$ cat src/verilog/msx_alu_defines.vh
// Opcode encodings, operand widths, nibble bounds and reset values for the sub/xor/swap datapath.
`ifndef MSX_ALU_DEFINES_VH
`define MSX_ALU_DEFINES_VH
`define MSX_OP_W           3
`define MSX_OP_NONE        3'h0
`define MSX_OP_SUB_LIT     3'h1
`define MSX_OP_SUB_REG     3'h2
`define MSX_OP_XOR_REG     3'h3
`define MSX_OP_SWAP        3'h4
`define MSX_OP_XOR_LIT     3'h5
`define MSX_DATA_W         8
`define MSX_ADDR_W         7
`define MSX_DEST_ACC       1'h0
`define MSX_DEST_REG       1'h1
`define MSX_ACC_RESET      8'h00
`define MSX_FLAG_RESET     1'h0
`define MSX_LOW_NIB_HI     3
`define MSX_HIGH_NIB_LO    4
`endif

$ cat src/verilog/msx_alu.v
// Sub/xor/swap slice of an 8-bit core datapath with accumulator and status flags.
`timescale 1ns/1ps
`default_nettype none
`include "msx_alu_defines.vh"

module msx_alu #(
    parameter DATA_W = `MSX_DATA_W,
    parameter ADDR_W = `MSX_ADDR_W
) (
    input  wire              core_clk,     // Core clock, 100 MHz.
    input  wire              arst_n,       // Asynchronous reset, active low.
    input  wire              op_valid,     // One-cycle pulse: execute op_code this cycle.
    input  wire [2:0]        op_code,      // Operation select.
    input  wire [DATA_W-1:0] literal,      // 8-bit literal operand.
    input  wire [ADDR_W-1:0] reg_addr,     // File register address, 0 to 127.
    input  wire              dest_sel,     // Destination: 0 accumulator, 1 register.
    input  wire [DATA_W-1:0] reg_rdata,    // Contents of the addressed register.
    output reg  [DATA_W-1:0] acc,          // Accumulator.
    output reg               carry_flag,   // Carry / not-borrow.
    output reg               half_carry_flag, // Low-nibble carry / not-borrow.
    output reg               zero_flag,    // Result was zero.
    output reg               reg_we,       // One-cycle write strobe to the register file.
    output reg  [ADDR_W-1:0] reg_waddr,    // Register write address.
    output reg  [DATA_W-1:0] reg_wdata     // Register write data.
);

    // Decoded operation class.
    reg               is_sub;
    reg               is_xor;
    reg               is_swap;
    reg               uses_lit;
    reg               dest_ok;
    wire              exec;
    wire              to_reg;

    // Shared operand and arithmetic results.
    wire [DATA_W-1:0] operand;
    wire [DATA_W-1:0] sub_result;
    wire              sub_no_borrow;
    wire              low_no_borrow;
    wire [DATA_W-1:0] xor_result;
    wire [DATA_W-1:0] swap_result;
    reg  [DATA_W-1:0] result;
    wire              result_zero;

    // Next state of every output flop.
    reg  [DATA_W-1:0] next_acc;
    reg               next_carry_flag;
    reg               next_half_carry_flag;
    reg               next_zero_flag;
    reg               next_reg_we;
    reg  [ADDR_W-1:0] next_reg_waddr;
    reg  [DATA_W-1:0] next_reg_wdata;

    always @* begin
        is_sub   = 1'b0;
        is_xor   = 1'b0;
        is_swap  = 1'b0;
        uses_lit = 1'b0;
        dest_ok  = 1'b0;
        case (op_code)
            `MSX_OP_SUB_LIT: begin
                is_sub   = 1'b1;
                uses_lit = 1'b1;
            end
            `MSX_OP_SUB_REG: begin
                is_sub  = 1'b1;
                dest_ok = 1'b1;
            end
            `MSX_OP_XOR_REG: begin
                is_xor  = 1'b1;
                dest_ok = 1'b1;
            end
            `MSX_OP_SWAP: begin
                is_swap = 1'b1;
                dest_ok = 1'b1;
            end
            `MSX_OP_XOR_LIT: begin
                is_xor   = 1'b1;
                uses_lit = 1'b1;
            end
            default: begin
                // Unused codes decode to nothing, so a stray strobe changes no state.
                is_sub = 1'b0;
            end
        endcase
    end

    // Literal forms always return to the accumulator, whatever dest_sel says.
    assign exec   = op_valid && (is_sub || is_xor || is_swap);
    assign to_reg = dest_ok && (dest_sel == `MSX_DEST_REG);

    // One operand mux feeds the subtractors, the xor and the swap alike.
    assign operand = uses_lit ? literal : reg_rdata;

    // Full-width subtractor: no borrow out means the accumulator was not larger.
    msx_sub_borrow #(
        .W (DATA_W)
    ) i_sub_full (
        .minuend    (operand),
        .subtrahend (acc),
        .diff       (sub_result),
        .no_borrow  (sub_no_borrow)
    );

    // A separate nibble subtractor costs a few gates but needs no tap inside the wide one.
    msx_sub_borrow #(
        .W (`MSX_LOW_NIB_HI + 1)
    ) i_sub_low (
        .minuend    (operand[`MSX_LOW_NIB_HI:0]),
        .subtrahend (acc[`MSX_LOW_NIB_HI:0]),
        .diff       (),
        .no_borrow  (low_no_borrow)
    );

    assign xor_result  = acc ^ operand;
    assign swap_result = {operand[`MSX_LOW_NIB_HI:0],
                          operand[DATA_W-1:`MSX_HIGH_NIB_LO]};

    always @* begin
        if (is_sub) begin
            result = sub_result;
        end else if (is_xor) begin
            result = xor_result;
        end else begin
            result = swap_result;
        end
    end

    assign result_zero = (result == {DATA_W{1'b0}});

    always @* begin
        next_acc             = acc;
        next_carry_flag      = carry_flag;
        next_half_carry_flag = half_carry_flag;
        next_zero_flag       = zero_flag;
        next_reg_we          = 1'b0;
        next_reg_waddr       = reg_waddr;
        next_reg_wdata       = reg_wdata;
        if (exec) begin
            if (to_reg) begin
                next_reg_we    = 1'b1;
                next_reg_waddr = reg_addr;
                next_reg_wdata = result;
            end else begin
                next_acc = result;
            end
            if (is_sub) begin
                next_carry_flag      = sub_no_borrow;
                next_half_carry_flag = low_no_borrow;
            end
            // Swap must leave status intact so software can save it without disturbing it.
            if (!is_swap) begin
                next_zero_flag = result_zero;
            end
        end
    end

    always @(posedge core_clk or negedge arst_n) begin
        if (!arst_n) begin
            acc             <= `MSX_ACC_RESET;
            carry_flag      <= `MSX_FLAG_RESET;
            half_carry_flag <= `MSX_FLAG_RESET;
            zero_flag       <= `MSX_FLAG_RESET;
            reg_we          <= 1'b0;
            reg_waddr       <= {ADDR_W{1'b0}};
            reg_wdata       <= {DATA_W{1'b0}};
        end else begin
            acc             <= next_acc;
            carry_flag      <= next_carry_flag;
            half_carry_flag <= next_half_carry_flag;
            zero_flag       <= next_zero_flag;
            reg_we          <= next_reg_we;
            reg_waddr       <= next_reg_waddr;
            reg_wdata       <= next_reg_wdata;
        end
    end

endmodule

// Unsigned subtractor that also reports whether the subtrahend did not exceed the minuend.
module msx_sub_borrow #(
    parameter W = 8
) (
    input  wire [W-1:0] minuend,    // Value subtracted from.
    input  wire [W-1:0] subtrahend, // Value subtracted.
    output wire [W-1:0] diff,       // Difference modulo two to the W.
    output wire         no_borrow   // High when subtrahend <= minuend.
);

    wire [W:0] ext;

    assign ext       = {1'b0, minuend} - {1'b0, subtrahend};
    assign diff      = ext[W-1:0];
    assign no_borrow = ~ext[W];

endmodule
`default_nettype wire

$ cat config.mk
export PLATFORM = sky130hd
export DESIGN_NAME = msx_alu
export DESIGN_NICKNAME = d
export VERILOG_FILES = /design/src/verilog/msx_alu.v
export VERILOG_INCLUDE_DIRS = /design/src /design/src/verilog
export SDC_FILE = /design/constraint.sdc
export NUM_CORES = 1
export LEC_CHECK = 0
export ABC_AREA = 1
export BUFFER_PORTS_ARGS = -buffer_cell sky130_fd_sc_hd__buf_2
export CAP_MARGIN = 20
export CORE_MARGIN = 2
export CORE_UTILIZATION = 40
export DETAILED_ROUTE_END_ITERATION = 7
export PLACE_DENSITY = 0.62
export SLEW_MARGIN = 25
export SYNTH_ARGS = -nofsm -noshare
export SYNTH_HDL_FRONTEND = slang
export SYNTH_SLANG_ARGS = --single-unit
$ cat constraint.sdc
create_clock -name core_clk -period 2.82 [get_ports core_clk]
set_input_delay 0.141 -clock core_clk [delete_from_list [all_inputs] [get_ports core_clk]]
set_output_delay 0.141 -clock core_clk [all_outputs]
set_load 0.02 [all_outputs]
==> results.cfg <==
[timing]
fin_crit_sh = 0.7052
finalSetupTns_ns = 0
period_minus_slack_ns = 1.989
skew_ns = 0.005238
max_slew_margin = 0.6113
setup_viol = 0
fmax_mhz = 502.9
rsz0062_at_grt = false
drv_slew = 0
tightestPinTransition_ns = 0.5830
finalHoldViolCount = 0

[global_routing]
use_met3 = 0.03472
use_met2 = 0.2977
met1_usage = 0.2504
grt_pass1_wl_mm = 7.389
grt_pass1_vias = 1623
track_usage = 0.1787
globalRoute.busiestLayer = met2
overflow = 0
grt_start_max_net_pins = 28
antenna_found_initial = 0

[drt]
dr.pass1.iters = 8
drc = 1
vias = 1793
routed_wl_mm = 4.454
ant_nets = 0
first_iter_violations = 159
avgViaCountPerCell = 4.694
wl_per_cell_um = 11.66

[placed_design]
hpwlAfterDp_mm = 3.646
gp_congestion = 0.9272
portBuffers = 56

[synthesis]
syn_area_per_cell_um2 = 6.801
ys_ff_latch = 27
ys_warn_count = 0
synth_edf_count = 0
yosysUniqueCellTypes = 26
synth_most_common_cell = nand2_1
synth_area_leaders = dfrtp_1 36%, nand2_1 23%, inv_1 8.3%, ha_1 6.7%, nand3_1 6.2%
synth_commonest_cells = 116 x nand2_1, 41 x inv_1, 27 x dfrtp_1, 23 x nand3_1, 10 x ha_1
yosysTopAreaCell = dfrtp_1
syn_nets = 314
synth_top_area_frac = 0.3639
synthCells = 273
async_flop_share = 1.000
yosysSeqAreaShare = 0.3639
synthFlopType = dfrtp_1
syn_area_um2 = 1857

[floorplan]
floorplan.core_area_um2 = 4414
die_w_um = 72.13
initial_core_util = 0.4206
boundaryPins = 57
die-area_um2 = 5203
rows = 24
fp.dieH_um = 72.13

[power_and_ir_drop]
internal_power_uw = 863.6
p_clk_frac = 0.136
vdd_drop_max_mv = 0.3816
comb_power_share = 0.514
p_seq_frac = 0.349
power.leakage_uw = 0.001368
power_density_nw_per_um2 = 699.4
p_sw_frac = 0.4468
p_sw_uw = 697.5

[setup_path]
slowest_stage = dfrtp_1
path_cells = ha_1, inv_1, fa_1, nand3_1, nand2_1, nand2_1, nand3_1, nand2_1, nand3_1, nor2_1, nand3_1, nand2_1
arrival_ns = 2.20
max_stage_delay_ns = 0.45
cp_max_fo = 4
critPathTopFamily = simple AND/OR/NAND/NOR gates
endpoint_kind = flip-flop
critPathKind = flip-flop to flip-flop
critPathLaunchType = flip-flop
cp.buffers_inverters = 1
worstPathRequired_ns = 3.04

[worst_hold_path]
holdCritPathClass = input pin to flip-flop

[flow_run]
cap_violations = 0

[clock_tree]
clk_latency_ns = 0.27
post_cts_buffers = 0
tritoncts = done
cts.sinks = 27
cts_max_path_buffers = 2
path_clk_slew_ns = 0.09
htreeDepth = 1
cts_root_buf = clkbuf_8
cts_buffers = 3

[cells_and_area]
final_util = 0.5057
nets = 372
antenna_cells = 0
fillers = 459
layout-drive-gt1-share = 0.2333
syn2layout_area_growth_pct = 20.22

[status]
outcome = complete, but fails checks
violations = design-rule violations
[power by group through the flow]
stage	combinational, uW	sequential [uW]	clock, uW
2_1_floorplan	427	674	0
3_3_place_gp	804	553	0
3_5_place_dp	799	553	0
4_1_cts	803	546	223
5_1_grt	900	557	232
6_report	803	545	213
[worst register-to-register path, delay by kind of cell, from the launching register on]
family / cells / cell delay [ns]
fa+ha+maj: 2 / 0.61
buf+inv: 1 / 0.05
flops: 1 / 0.45
simple gates: 9 / 0.82
[final timing paths]
path | startpoint | to | slack [ns] | depth (start not counted)
setup / recovery | acc[0]$_DFFE_PN0P_ | zero_flag$_DFFE_PN0P_ | 0.83 | 12
hold / removal | reg_addr[1] | reg_waddr[1]$_DFFE_PN0P_ | 0.07 | 3
hold reg to reg | reg_waddr[5]$_DFFE_PN0P_ | reg_waddr[5]$_DFFE_PN0P_ | 0.47 | 2
min in group asynchronous | arst_n | acc[3]$_DFFE_PN0P_ | 0.40 | 2
max in group asynchronous | arst_n | reg_wdata[0]$_DFFE_PN0P_ | 2.03 | 2
setup reg to reg | acc[0]$_DFFE_PN0P_ | zero_flag$_DFFE_PN0P_ | 0.83 | 12
[per-layer routing]
metal  vias to the layer above  wire [um]  part of all wire
met4                         0          8            0.0018
met3                         2        328             0.074
met2                        66       2022              0.45
li1                        955          -                 -
met5                         -          0                 0
met1                       770       2094              0.47
[flip-flops by register name, summed over array words and instances, names as in the netlist]
signal / count
reg_wdata: 8
reg_we: 1
half_carry_flag: 1
acc: 8
carry_flag: 1
reg_waddr: 7
zero_flag: 1
[metrics by stage]
| stage | setup slack [ns] | cell area (um2) | cells | hold slack (ns) | total power, uW |
|---|---|---|---|---|---|
| floorplan | 0.9596 | 1857 | 273 | -0.1546 | 1102 |
| global placement | 0.5741 | 2176 | 377 | 0.1801 | 1357 |
| detailed placement | 0.5972 | 2176 | 377 | 0.1719 | 1351 |
| CTS | 0.8487 | 2232 | 382 | 0.06318 | 1573 |
| global route | 0.5788 | 2232 | 382 | 0.07042 | 1690 |
| finish | 0.8314 | 2232 | 382 | 0.06848 | 1561 |
[layout by cell type, fill, tap and decap left out]
cell type        n
inv_1           41
or2_0            1
o211ai_1         2
a21oi_2          1
nand3_4          1
ha_1            10
nand4_1          2
nand2_4          2
fa_1             1
o21ai_2          1
nand2_1        116
clkinv_2         1
xnor2_1          1
nand2_2          6
buf_2           56
nand3_1         23
nor2_2           1
o21ai_1          6
clkbuf_8         3
nor2_1           7
dfrtp_1         27
dlygate4sd3_1    1
inv_2            5
a2bb2oi_1        1
o21a_1           2
nand3b_1         1
a21oi_1          2
o21ai_0          9
[logic make-up after synthesis]
family,synth area share
buf+inv,0.1071
fa+ha+maj,0.07817
simple gates,0.3700
flops,0.3639
xor+xnor,0.004718
compound gates,0.07614
[final cells by class]
class | instances | area [um2] | area share
Timing Repair Buffer | 57 | 290.3 | 0.1300
Sequential cell | 27 | 675.6 | 0.3027
Multi-Input combinational cell | 196 | 982.2 | 0.4400
Inverter | 46 | 172.7 | 0.07735
Clock inverter | 1 | 5.005 | 0.002242
Clock buffer | 3 | 41.29 | 0.01850
Tap cell | 52 | 65.06 | 0.02915
[timing repair]
item,in CTS,in global routing
hold buffers,1,0
hold endpoints to repair,27,0
resized for setup,0,0
No activity file was read; power rests on OpenSTA's default activity.
